===== src/hdl/if_tuning_pkg.sv =====
// constants and types for the resonator tuning control block
package if_tuning_pkg;

    // ==========================================
    // serial control frame
    localparam int FRAME_BITS = 16;
    localparam int ADDR_W = 7;
    localparam logic [4:0] CNT_RW_LAST = 5'h07;
    localparam logic [4:0] CNT_FRAME_LAST = 5'h0F;
    localparam logic [4:0] CNT_SAT = 5'h1F;

    // ==========================================
    // register offsets
    localparam logic [6:0] ADDR_STANDBY = 7'h00;
    localparam logic [6:0] ADDR_INPUT_ATTENUATOR_ENABLE_CTRL = 7'h03;
    localparam logic [6:0] ADDR_TUNE_REQ = 7'h1C;
    localparam logic [6:0] ADDR_TANK_UPPER = 7'h1D;
    localparam logic [6:0] ADDR_TANK_LOWER = 7'h1E;
    localparam logic [6:0] ADDR_RC_CODE = 7'h1F;

    // ==========================================
    // field positions and reset values
    localparam int INPUT_ATTENUATOR_ENABLE_BIT = 7;
    localparam int ADC_BLOCK_STANDBY_CONTROL_BIT = 0;
    localparam int TANK_REQ_BIT = 1;
    localparam int RC_REQ_BIT = 0;
    localparam logic [7:0] STANDBY_RESET = 8'hFF;
    localparam int TANK_CODE_W = 9;
    localparam int TANK_LOWER_W = 6;
    localparam int RC_CODE_W = 8;
    localparam logic [8:0] TANK_CODE_RESET = 9'h000;
    localparam logic [7:0] RC_CODE_RESET = 8'h00;
    localparam logic [8:0] TANK_FIRST_TRIAL = 9'h100;
    localparam logic [7:0] RC_FIRST_TRIAL = 8'h80;
    localparam logic [3:0] TANK_TOP_IDX = 4'h8;
    localparam logic [3:0] RC_TOP_IDX = 4'h7;

    // ==========================================
    // timing
    localparam int CLK_PERIOD_NS = 25;
    localparam int TUNE_LIMIT_NS = 6000000;
    // longest time, rounded down
    localparam int TUNE_LIMIT_CYCLES = TUNE_LIMIT_NS / CLK_PERIOD_NS;
    localparam logic [15:0] SETTLE_CYCLES = 16'h03E8;

    typedef enum logic [1:0] {
        ST_IDLE,
        ST_TANK,
        ST_RC
    } tune_state_t;

endpackage


===== src/hdl/if_resonator_tuning_control.sv =====
// resonator tuning control with serial control port and register file
`timescale 1ns/10ps
module if_resonator_tuning_control #(
    parameter int unsigned TUNE_LIMIT = if_tuning_pkg::TUNE_LIMIT_CYCLES,
    parameter logic [15:0] SETTLE = if_tuning_pkg::SETTLE_CYCLES
) (
    // clock and reset
    input wire logic core_clk,
    input wire logic rst,
    // serial control port
    input wire logic spi_sclk,
    input wire logic spi_cs_n,
    input wire logic spi_sdi,
    output logic spi_sdo,
    output logic spi_sdo_oe,
    // analog tuning comparator, high when capacitance is too large
    input wire logic tune_compare,
    // analog and datapath controls
    output logic [7:0] block_standby_control,
    output logic input_attenuator_enable,
    output logic [if_tuning_pkg::TANK_CODE_W-1:0] tank_cap_code,
    output logic [if_tuning_pkg::RC_CODE_W-1:0] rc_cap_code,
    output logic sample_port_en
);
    import if_tuning_pkg::*;

    // ==========================================
    // input synchronisation
    logic s_sclk, s_cs_n, s_sdi, s_cmp;
    logic sclk_prev_q;
    logic sclk_rise, sclk_fall;

    sync_stage #(.WIDTH(4)) u_sync (
        .core_clk(core_clk),
        .rst(rst),
        .async_in({spi_sclk, spi_cs_n, spi_sdi, tune_compare}),
        .sync_out({s_sclk, s_cs_n, s_sdi, s_cmp})
    );

    always_ff @(posedge core_clk or posedge rst) begin
        if (rst) begin
            sclk_prev_q <= 1'b0;
        end else begin
            sclk_prev_q <= s_sclk;
        end
    end

    assign sclk_rise = s_sclk & ~sclk_prev_q & ~s_cs_n;
    assign sclk_fall = ~s_sclk & sclk_prev_q & ~s_cs_n;

    // ==========================================
    // serial frame: r/w, 7-bit address, 8-bit data, msb first
    logic [FRAME_BITS-1:0] shift_q;
    logic [4:0] bit_cnt_q;
    logic [7:0] tx_q;
    logic rd_phase_q;
    logic rd_load, wr_stb;
    logic [ADDR_W-1:0] rd_addr, wr_addr;
    logic [7:0] wr_data, rd_value;

    assign rd_load = sclk_rise && bit_cnt_q == CNT_RW_LAST && shift_q[6];
    assign rd_addr = {shift_q[5:0], s_sdi};
    assign wr_stb = sclk_rise && bit_cnt_q == CNT_FRAME_LAST && !shift_q[14];
    assign wr_addr = shift_q[13:7];
    assign wr_data = {shift_q[6:0], s_sdi};

    always_ff @(posedge core_clk or posedge rst) begin
        if (rst) begin
            shift_q <= '0;
            bit_cnt_q <= '0;
        end else if (s_cs_n) begin
            bit_cnt_q <= '0;
        end else if (sclk_rise) begin
            shift_q <= {shift_q[FRAME_BITS-2:0], s_sdi};
            if (bit_cnt_q != CNT_SAT) begin
                bit_cnt_q <= bit_cnt_q + 5'h01;
            end
        end
    end

    // read data launched on falling edges, host samples on rising
    always_ff @(posedge core_clk or posedge rst) begin
        if (rst) begin
            tx_q <= '0;
            rd_phase_q <= 1'b0;
            spi_sdo <= 1'b0;
            spi_sdo_oe <= 1'b0;
        end else if (s_cs_n) begin
            rd_phase_q <= 1'b0;
            spi_sdo_oe <= 1'b0;
        end else begin
            if (rd_load) begin
                tx_q <= rd_value;
                rd_phase_q <= 1'b1;
            end else if (sclk_fall && rd_phase_q) begin
                spi_sdo <= tx_q[7];
                tx_q <= {tx_q[6:0], 1'b0};
                spi_sdo_oe <= 1'b1;
            end
        end
    end

    // ==========================================
    // tuning state
    tune_state_t state_q;
    logic [3:0] bit_idx_q;
    logic [15:0] settle_q;
    logic [31:0] tune_cnt_q;
    logic lc_req_q, rc_req_q;
    logic adc_release, start, step, timeout, phase_end;
    logic idle;

    assign idle = state_q == ST_IDLE;
    assign adc_release = wr_stb && wr_addr == ADDR_STANDBY &&
        block_standby_control[ADC_BLOCK_STANDBY_CONTROL_BIT] && !wr_data[ADC_BLOCK_STANDBY_CONTROL_BIT];
    assign start = idle && adc_release && (lc_req_q || rc_req_q);
    assign step = settle_q == SETTLE - 16'h0001;
    assign timeout = tune_cnt_q == TUNE_LIMIT - 1;
    assign phase_end = !idle && ((step && bit_idx_q == 4'h0) || timeout);

    // ==========================================
    // read mux
    always_comb begin
        rd_value = 8'h00;
        unique case (rd_addr)
            ADDR_STANDBY: rd_value = block_standby_control;
            ADDR_INPUT_ATTENUATOR_ENABLE_CTRL: rd_value = {input_attenuator_enable, 7'h00};
            ADDR_TUNE_REQ: rd_value = {6'h00, lc_req_q, rc_req_q};
            // tank code split over two registers
            ADDR_TANK_UPPER: rd_value = {5'h00, tank_cap_code[8:6]};
            ADDR_TANK_LOWER: rd_value = {2'h0, tank_cap_code[5:0]};
            ADDR_RC_CODE: rd_value = rc_cap_code;
            default: rd_value = 8'h00;
        endcase
    end

    // ==========================================
    // control registers
    always_ff @(posedge core_clk or posedge rst) begin
        if (rst) begin
            block_standby_control <= STANDBY_RESET;
            input_attenuator_enable <= 1'b0;
        end else if (wr_stb) begin
            if (wr_addr == ADDR_STANDBY) begin
                block_standby_control <= wr_data;
            end
            // attenuator enable drives the mixer gain step
            if (wr_addr == ADDR_INPUT_ATTENUATOR_ENABLE_CTRL) begin
                input_attenuator_enable <= wr_data[INPUT_ATTENUATOR_ENABLE_BIT];
            end
        end
    end

    // host write wins over the self-clear in the same cycle
    always_ff @(posedge core_clk or posedge rst) begin
        if (rst) begin
            lc_req_q <= 1'b0;
            rc_req_q <= 1'b0;
        end else if (wr_stb && wr_addr == ADDR_TUNE_REQ) begin
            lc_req_q <= wr_data[TANK_REQ_BIT];
            rc_req_q <= wr_data[RC_REQ_BIT];
        end else begin
            // request self-clears at end of phase
            if (state_q == ST_TANK && phase_end) begin
                lc_req_q <= 1'b0;
            end
            // timeout ends the whole run, so both requests drop
            if ((state_q == ST_RC || timeout) && phase_end) begin
                rc_req_q <= 1'b0;
            end
        end
    end

    // ==========================================
    // sequencer
    always_ff @(posedge core_clk or posedge rst) begin
        if (rst) begin
            state_q <= ST_IDLE;
            bit_idx_q <= '0;
            settle_q <= '0;
            tune_cnt_q <= '0;
        end else begin
            unique case (state_q)
                ST_IDLE: begin
                    settle_q <= '0;
                    tune_cnt_q <= '0;
                    if (start) begin
                        state_q <= lc_req_q ? ST_TANK : ST_RC;
                        bit_idx_q <= lc_req_q ? TANK_TOP_IDX : RC_TOP_IDX;
                    end
                end
                ST_TANK, ST_RC: begin
                    tune_cnt_q <= tune_cnt_q + 32'h1;
                    settle_q <= step ? 16'h0000 : settle_q + 16'h0001;
                    if (phase_end) begin
                        settle_q <= '0;
                        bit_idx_q <= RC_TOP_IDX;
                        // rc follows tank when both requested
                        if (state_q == ST_TANK && rc_req_q && !timeout) begin
                            state_q <= ST_RC;
                        end else begin
                            state_q <= ST_IDLE;
                        end
                    end else if (step) begin
                        bit_idx_q <= bit_idx_q - 4'h1;
                    end
                end
            endcase
        end
    end

    // ==========================================
    // capacitor codes, successive approximation
    // codes have no standby reset, so they survive power-save cycles
    // codes kept over standby
    always_ff @(posedge core_clk or posedge rst) begin
        if (rst) begin
            tank_cap_code <= TANK_CODE_RESET;
            rc_cap_code <= RC_CODE_RESET;
        end else if (idle) begin
            // search starts from the midscale trial
            if (start && lc_req_q) begin
                tank_cap_code <= TANK_FIRST_TRIAL;
            end else if (start) begin
                rc_cap_code <= RC_FIRST_TRIAL;
            end else if (wr_stb && wr_addr == ADDR_TANK_UPPER) begin
                tank_cap_code[8:6] <= wr_data[2:0];
            end else if (wr_stb && wr_addr == ADDR_TANK_LOWER) begin
                tank_cap_code[5:0] <= wr_data[TANK_LOWER_W-1:0];
            end else if (wr_stb && wr_addr == ADDR_RC_CODE) begin
                rc_cap_code <= wr_data;
            end
        end else if (state_q == ST_TANK) begin
            // decide one bit per settled step
            if (step) begin
                if (s_cmp) begin
                    tank_cap_code[bit_idx_q] <= 1'b0;
                end
                if (bit_idx_q != 4'h0) begin
                    tank_cap_code[bit_idx_q - 4'h1] <= 1'b1;
                end
            end
            if (phase_end && rc_req_q && !timeout) begin
                rc_cap_code <= RC_FIRST_TRIAL;
            end
        end else if (step) begin
            if (s_cmp) begin
                rc_cap_code[bit_idx_q[2:0]] <= 1'b0;
            end
            if (bit_idx_q != 4'h0) begin
                rc_cap_code[3'(bit_idx_q - 4'h1)] <= 1'b1;
            end
        end
    end

    // ==========================================
    // sample port gate
    always_ff @(posedge core_clk or posedge rst) begin
        if (rst) begin
            sample_port_en <= 1'b0;
        end else begin
            sample_port_en <= idle && !start &&
                !block_standby_control[ADC_BLOCK_STANDBY_CONTROL_BIT];
        end
    end
endmodule


===== src/hdl/sync_stage.sv =====
// two flip-flop synchroniser for a group of asynchronous inputs
`timescale 1ns/10ps
module sync_stage #(
    parameter int WIDTH = 1
) (
    // clock and reset
    input wire logic core_clk,
    input wire logic rst,
    // async in, synced out
    input wire logic [WIDTH-1:0] async_in,
    output logic [WIDTH-1:0] sync_out
);
    logic [WIDTH-1:0] meta_q;

    always_ff @(posedge core_clk or posedge rst) begin
        if (rst) begin
            meta_q <= '0;
            sync_out <= '0;
        end else begin
            meta_q <= async_in;
            sync_out <= meta_q;
        end
    end
endmodule


===== config.mk =====
export PLATFORM = sky130hd
export DESIGN_NAME = if_resonator_tuning_control
export DESIGN_NICKNAME = d
export VERILOG_FILES = /design/src/hdl/if_tuning_pkg.sv /design/src/hdl/if_resonator_tuning_control.sv /design/src/hdl/sync_stage.sv
export SDC_FILE = /design/constraint.sdc
export NUM_CORES = 1
export LEC_CHECK = 0
export BUFFER_PORTS_ARGS = -buffer_cell sky130_fd_sc_hd__buf_2
export CORE_MARGIN = 2
export CORE_UTILIZATION = 45
export DETAILED_ROUTE_END_ITERATION = 7
export GPL_TIMING_DRIVEN = 1
export SETUP_SLACK_MARGIN = 0.02
export SLEW_MARGIN = 20
export SYNTH_ARGS = -nofsm -noshare
export SYNTH_HDL_FRONTEND = slang
export SYNTH_SLANG_ARGS = --single-unit

===== constraint.sdc =====
create_clock -name core_clk -period 10.5 [get_ports core_clk]
set_clock_uncertainty 0.2 [all_clocks]
set_input_delay 3.15 -clock core_clk [delete_from_list [all_inputs] [get_ports core_clk]]
set_output_delay 3.15 -clock core_clk [all_outputs]
set_load 0.005 [all_outputs]

==> results.toml, run 1 <==
[setup_path]
crit_path_start = "block_standby_control[0]"
r2r_slack_ns = 7.12
worstPathRequired_ns = 7.15
crit_type = "reg -> out"
cp_max_fo = 6
crit_slowest_cell = "dfstp_2"
end_kind = "output pin"
worstReg2RegEnd = "rc_cap_code[2]"
cp.arrival_ns = 1.14
startpoint_type = "register"
rr_startpoint = "bit_idx_q[0]"
max_stage_delay_ns = 0.58
r2r.worst_path.cells = 8
worstPathCellList = "buf_2"
critical-path-top-delay-family = "flip-flops"
cp_num_buf_inv = 1

[layout]
fin_cells = 876
stdcell_area_sq_um = 7535
final_cell_mix = "dfrtp_1 (115), nor2_1 (69), nand2_1 (59), buf_2 (34)"
final_common_cell = "dfrtp_1"
multi_input_area_sq_um = 3348
area_growth_pct = 13.13
num_antenna_cells = 0
drive_gt1_share_pct = 19.51
nFillCells = 1325
final_nets = 699
regArea_sq_um = 3088

[place]
placed_area_sq_um = 6925
dp.cells = 844
dpl.hpwl_mm = 10.40
port_buffers = 34
place_congestion = 0.8682

[floorplanning]
num_rows = 44
die_area_sq_um = 15790
core_sq_um = 14480
start_util_pct = 46.00
die_y_microns = 125.7
die_x_microns = 125.7
ios = 35

[synthesis]
synthesis.nets = 672
synth_edf_count = 0
synthXorXnorAreaFrac_pct = 5.786
synth_seq_cells = 123
synth-seq-area-share_pct = 46.36
async_reset_ff_share_pct = 100.0
yosys.area_share.simple_pct = 21.77
yosys.area_share.adder_pct = 2.630
synth_area_sq_um = 6660
synth_ff_type = "dfrtp_1"
ys_types = 78
syn_inst = 652
postSynthAreaPerCell_sq_um = 10.21
synth_compound_area_share_pct = 11.76
ys_warn_count = 0
synthMuxAreaShare_pct = 8.322
synth_top_family_by_area = "simple AND/OR/NAND/NOR gates"

[run]
max_cap_viol_count = 0

[grt]
grt_antenna_before_repair = 0
grt_pass1_vias = 5158
grt_start_max_net_pins = 82
grt_usage_pct = 20.45
grt_pass1_wl_mm = 25.83
grt.overflow.total = 0

[sta]
final.min_clock_period_ns = 4.490
fin_crit_sh_pct = 42.76
tns_ns = 0
rsz0062_at_grt = "no"
max_slew_margin_pct = 30.94
tightest_slew_ns = 1.030
drv_slew = 0
clock.fmax_ghz = 0.2227
finalHoldViolCount = 0
setup_viol = 0

[cts]
numCtsBuffers = 17
holdBufCountCts = 0
clock_sinks = 123
tritoncts = "yes"
cts-root-buf = "clkbuf_16"
cts_resized = 0
clockBufferDepth = 2
worstSkewPairLatency_ns = 0.43
cts_setup_buffers = 0
htree_levels = 4
clk_pin_slew_ns = 0.06

[drt]
vias = 5131
ant_nets = 0
drt-vias-per-instance = 5.857
drc = 0
wl_per_cell_microns = 17.67
detail_route.first_pass.iterations = 5
drt_iter0_drc = 289
detail_route.wirelength_mm = 15.48

[hold_path]
hp-start = "u_sync.meta_q[2]"
worst_hold_path.endpoint = "u_sync.sync_out[2]"
worstHoldPathType = "reg -> reg"
min_path_cells = 0

[power_and_ir_drop]
power_leakage_uw = 0.003238
power_density_nw_per_um2 = 158.3
vdd_ir_drop_max_mv = 0.1188

[run_status]
status = "complete, no violations"
==> area by class of cell <==
cell class	instances	share of cell area, %
multi-input combinational	482	44.44
sequential	123	40.98
inverter	19	0.9797
timing repair buffer	36	2.507
clock inverter	13	2.026
tap	184	3.055
clock buffer	19	6.011
==> Yosys cell counts (3+ instances only) <==
cell       instances  area, sq um
a221oi_1           3        26.28
mux2_1             4        45.04
ha_1              14        175.2
nand2_1           59        221.5
and3_1            10        62.56
nand2b_1           3        18.77
clkbuf_1          18        67.56
a21o_1             3        22.52
xnor2_1           13        113.9
nor3b_1            4        30.03
o21ai_1            8        40.04
mux2_4             9        135.1
o2bb2ai_1          3        26.28
buf_6              3        33.78
or3_1              7        43.79
o211ai_1           5        37.54
nor4_1            10        62.56
mux2_2            23        259.0
xor2_1            31        271.5
o21a_1             3        22.52
a32oi_1            3        26.28
mux2i_1            7        70.07
a22o_1             4        35.03
nor2b_1            4        25.02
dfstp_2            8        210.2
nor2_1            69        259.0
and4_1             7        61.31
a31oi_1            7        43.79
a21oi_1           25        125.1
or2_2              3        18.77
nand3_1           24        120.1
buf_2              4        20.02
dfrtp_1          115         2878
nor3_1             9        45.04
o31ai_1            4        30.03
o221ai_1           3        26.28
inv_1             18        67.56
and2_1             5        31.28
nand4_1           18        112.6
o21ai_0           31        155.2
==> where the power goes <==
group | leakage, uW | switching, uW | total, uW | internal [uW]
Combinational | 0.00128 | 36.6 | 67.0 | 30.4
Sequential | 0.00165 | 34.2 | 523 | 489
Clock | 0.000300 | 235 | 603 | 367
Total | 0.00324 | 306 | 1190 | 887
==> flip-flops by register name (all words and copies together) (netlist names), 5 cells and up <==
signal and count:
bit_cnt_q 5, rc_cap_code 8, settle_q 16, tune_cnt_q 32, block_standby_control 8, tx_q 8, shift_q 15, tank_cap_code 9
==> worst max-delay path by stage <==
stage	to	slack [ns]	depth (start not counted)
final	block_standby_control[0]	6.01	1
after global routing	block_standby_control[0]	5.97	1
after CTS	u_sync.sync_out[1]	6.00	3
after detailed placement	u_sync.sync_out[3]	5.54	3
after global placement	spi_sdo	5.60	3
after floorplan	bit_cnt_q[0]	3.89	1
==> metrics by stage <==
step	setup WS (ns)	util, %	hold slack (ns)	power [uW]
5_1_grt	5.972	52.04	0.1533	1238
3_5_place_dp	5.540	47.83	0.1347	598.3
6_report	6.010	52.04	0.1459	1193
3_3_place_gp	5.597	47.83	0.1334	596.1
4_1_cts	6.000	52.01	0.1480	1204
2_1_floorplan	3.892	-	0.1312	571.0
==> cell families (layout without fill, tap and decap cells) <==
group,count (synthesis),in the layout
AO/OA/AOI/OAI,119,119
XOR/XNOR,44,44
adder cells (fa/ha/maj),14,14
buffers and inverters,47,87
flip-flops,123,123
multiplexers,45,45
AND/OR/NAND/NOR,260,260
==> layer usage <==
layer / share of wire, % / global-route usage (%) / vias to the layer above
li1: - / - / 2409
met1: 44 / 25.89 / 2540
met2: 48 / 32.62 / 139
met3: 4.7 / 4.503 / 43
met4: 3.5 / 11.44 / 0
met5: 0 / 0 / -
No activity file was read; power rests on OpenSTA's default activity.
==> run 2: changes to the inputs <==
==> constraint.sdc (replaced) <==
create_clock -name core_clk -period 3.8 [get_ports core_clk]
set_clock_uncertainty 0.2 [all_clocks]
set_input_delay 1.14 -clock core_clk [delete_from_list [all_inputs] [get_ports core_clk]]
set_output_delay 1.14 -clock core_clk [all_outputs]
set_load 0.005 [all_outputs]
==> run 2 against run 1 <==
- wire length decreased by 1.8%
- die area stayed put
- cell area increased by 0.70%
- via count down 1.6%
- combinational power grew to 2.9 times the previous value
- setup slack got worse by 5.3 ns
- first-iteration DRC count is 16% lower
- global-route usage shrank 0.27 points
- sequential share of layout area fell by 0.28 points
- highest routed layer unchanged
==> results.toml, run 2 (synthesized netlist as in run 1, its figures left out) <==
[drt]
vias = 5047
drc = 0
wl_per_cell_microns = 17.23
detail_route.first_pass.iterations = 5
ant_nets = 0
drt-vias-per-instance = 5.722
drt_iter0_drc = 244
detail_route.wirelength_mm = 15.20

[setup_path]
crit_type = "reg -> reg"
worstReg2RegEnd = "rc_cap_code[2]"
cp_max_fo = 11
worstPathRequired_ns = 3.90
end_kind = "register"
cp.arrival_ns = 3.14
rr_startpoint = "bit_cnt_q[0]"
r2r_slack_ns = 0.75
r2r.worst_path.cells = 9
startpoint_type = "register"
crit_path_start = "bit_cnt_q[0]"

[sta]
setup_viol = 0
fin_crit_sh_pct = 80.15
rsz0062_at_grt = "no"
max_slew_margin_pct = 45.22
timing.hold.ws_ns = 0.1471
tightest_slew_ns = 0.8186
finalHoldViolCount = 0
tns_ns = 0
drv_slew = 0
final.min_clock_period_ns = 3.046
clock.fmax_ghz = 0.3283

[hold_path]
worst_hold_path.endpoint = "u_sync.sync_out[0]"
worstHoldPathType = "reg -> reg"
min_path_cells = 0
hp-start = "u_sync.meta_q[0]"

[floorplanning]
die_x_microns = 125.7
num_rows = 44
die_area_sq_um = 15790
die_y_microns = 125.7
start_util_pct = 46.00
core_sq_um = 14480
ios = 35

[layout]
largest_registers = "tune_cnt_q (32), settle_q (16), shift_q (15)"
drive_gt1_share_pct = 20.20
regArea_sq_um = 3088
final_nets = 706
multi_input_area_sq_um = 3348
final_cell_mix = "dfrtp_1 (115), nor2_1 (69), nand2_1 (59), buf_2 (34)"
num_antenna_cells = 0
final_common_cell = "dfrtp_1"
largest_reg_flops = 32
area_growth_pct = 13.92
stdcell_area_sq_um = 7587
nFillCells = 1292
top_register = "tune_cnt_q"

[power_and_ir_drop]
total_power_uw = 3220
switching_share_pct = 24.78
vdd_ir_drop_max_mv = 0.3113
power_leakage_uw = 0.003249
p_seq_share_pct = 44.7
combPwrFrac_pct = 6.1
intPower_uw = 2422
power_density_nw_per_um2 = 424.4
switchingPower_uw = 798.0
clock_power_share_pct = 49.2

[grt]
grt_pass1_vias = 4912
grt.overflow.total = 0
grt_start_max_net_pins = 50
grt_pass1_wl_mm = 25.30
grt_antenna_before_repair = 0
grt_usage_pct = 20.17

[cts]
clockBufferDepth = 2
clk_pin_slew_ns = 0.06
clock_sinks = 123
holdBufCountCts = 0
htree_levels = 4
worstSkewPairLatency_ns = 0.42
cts_setup_buffers = 0
cts_resized = 0
numCtsBuffers = 17
tritoncts = "yes"
cts-root-buf = "clkbuf_16"

[place]
dpl.hpwl_mm = 10.85
placed_area_sq_um = 7004
port_buffers = 34
place_congestion = 0.8847

[run_status]
status = "complete, no violations"

[run]
max_cap_viol_count = 0
-- run 2: layout make-up --
type,count,area share [%]
flip-flops and latches,123,40.70
clock inverters,13,1.896
well taps,184,3.034
repair buffers,43,3.463
inverters,19,0.9894
clock buffers,18,5.788
multi-input cells,482,44.13
-- run 2: worst max-delay path by stage --
stage	end	slack [ns]
6_report	rc_cap_code[2]	0.75
5_1_grt	rc_cap_code[6]	0.59
4_1_cts	rc_cap_code[2]	0.73
3_5_place_dp	rc_cap_code[1]	0.75
3_3_place_gp	rc_cap_code[7]	0.84
2_1_floorplan	bit_cnt_q[0]	0.96
-- run 2: per-layer routing --
layer / routed length [microns] / GRT usage [%] / part of all wire, %
met2: 7360 / 32.88 / 48
met3: 474 / 3.781 / 3.1
met1: 6927 / 26.27 / 46
met5: 0 / 0 / 0
met4: 436 / 9.150 / 2.9
-- run 2: power groups by stage --
stage | Combinational [uW] | Clock (uW) | Sequential, uW
after floorplan | 161 | 0 | 1420
after global placement | 195 | 0 | 1460
after detailed placement | 197 | 0 | 1460
after CTS | 200 | 1610 | 1440
after global routing | 217 | 1680 | 1450
final | 197 | 1580 | 1440
-- run 2: per-stage QoR --
step	utilization (%)	cells	setup WS, ns
floorplan	-	652	0.9552
global placement	48.38	851	0.8381
detailed placement	48.38	851	0.7536
CTS	52.40	882	0.7292
global route	52.40	882	0.5907
finish	52.40	882	0.7544
-- run 2: critical path, cell delays in order, from the launching register on --
cell and delay [ns]:
dfrtp_1 0.38, ha_1 0.20, and3_1 0.20, ha_1 0.16
nor4b_4 0.32, nand4_2 0.41, nor4_4 0.27, nor2_2 0.07
a21oi_4 0.38, mux2_4 0.34
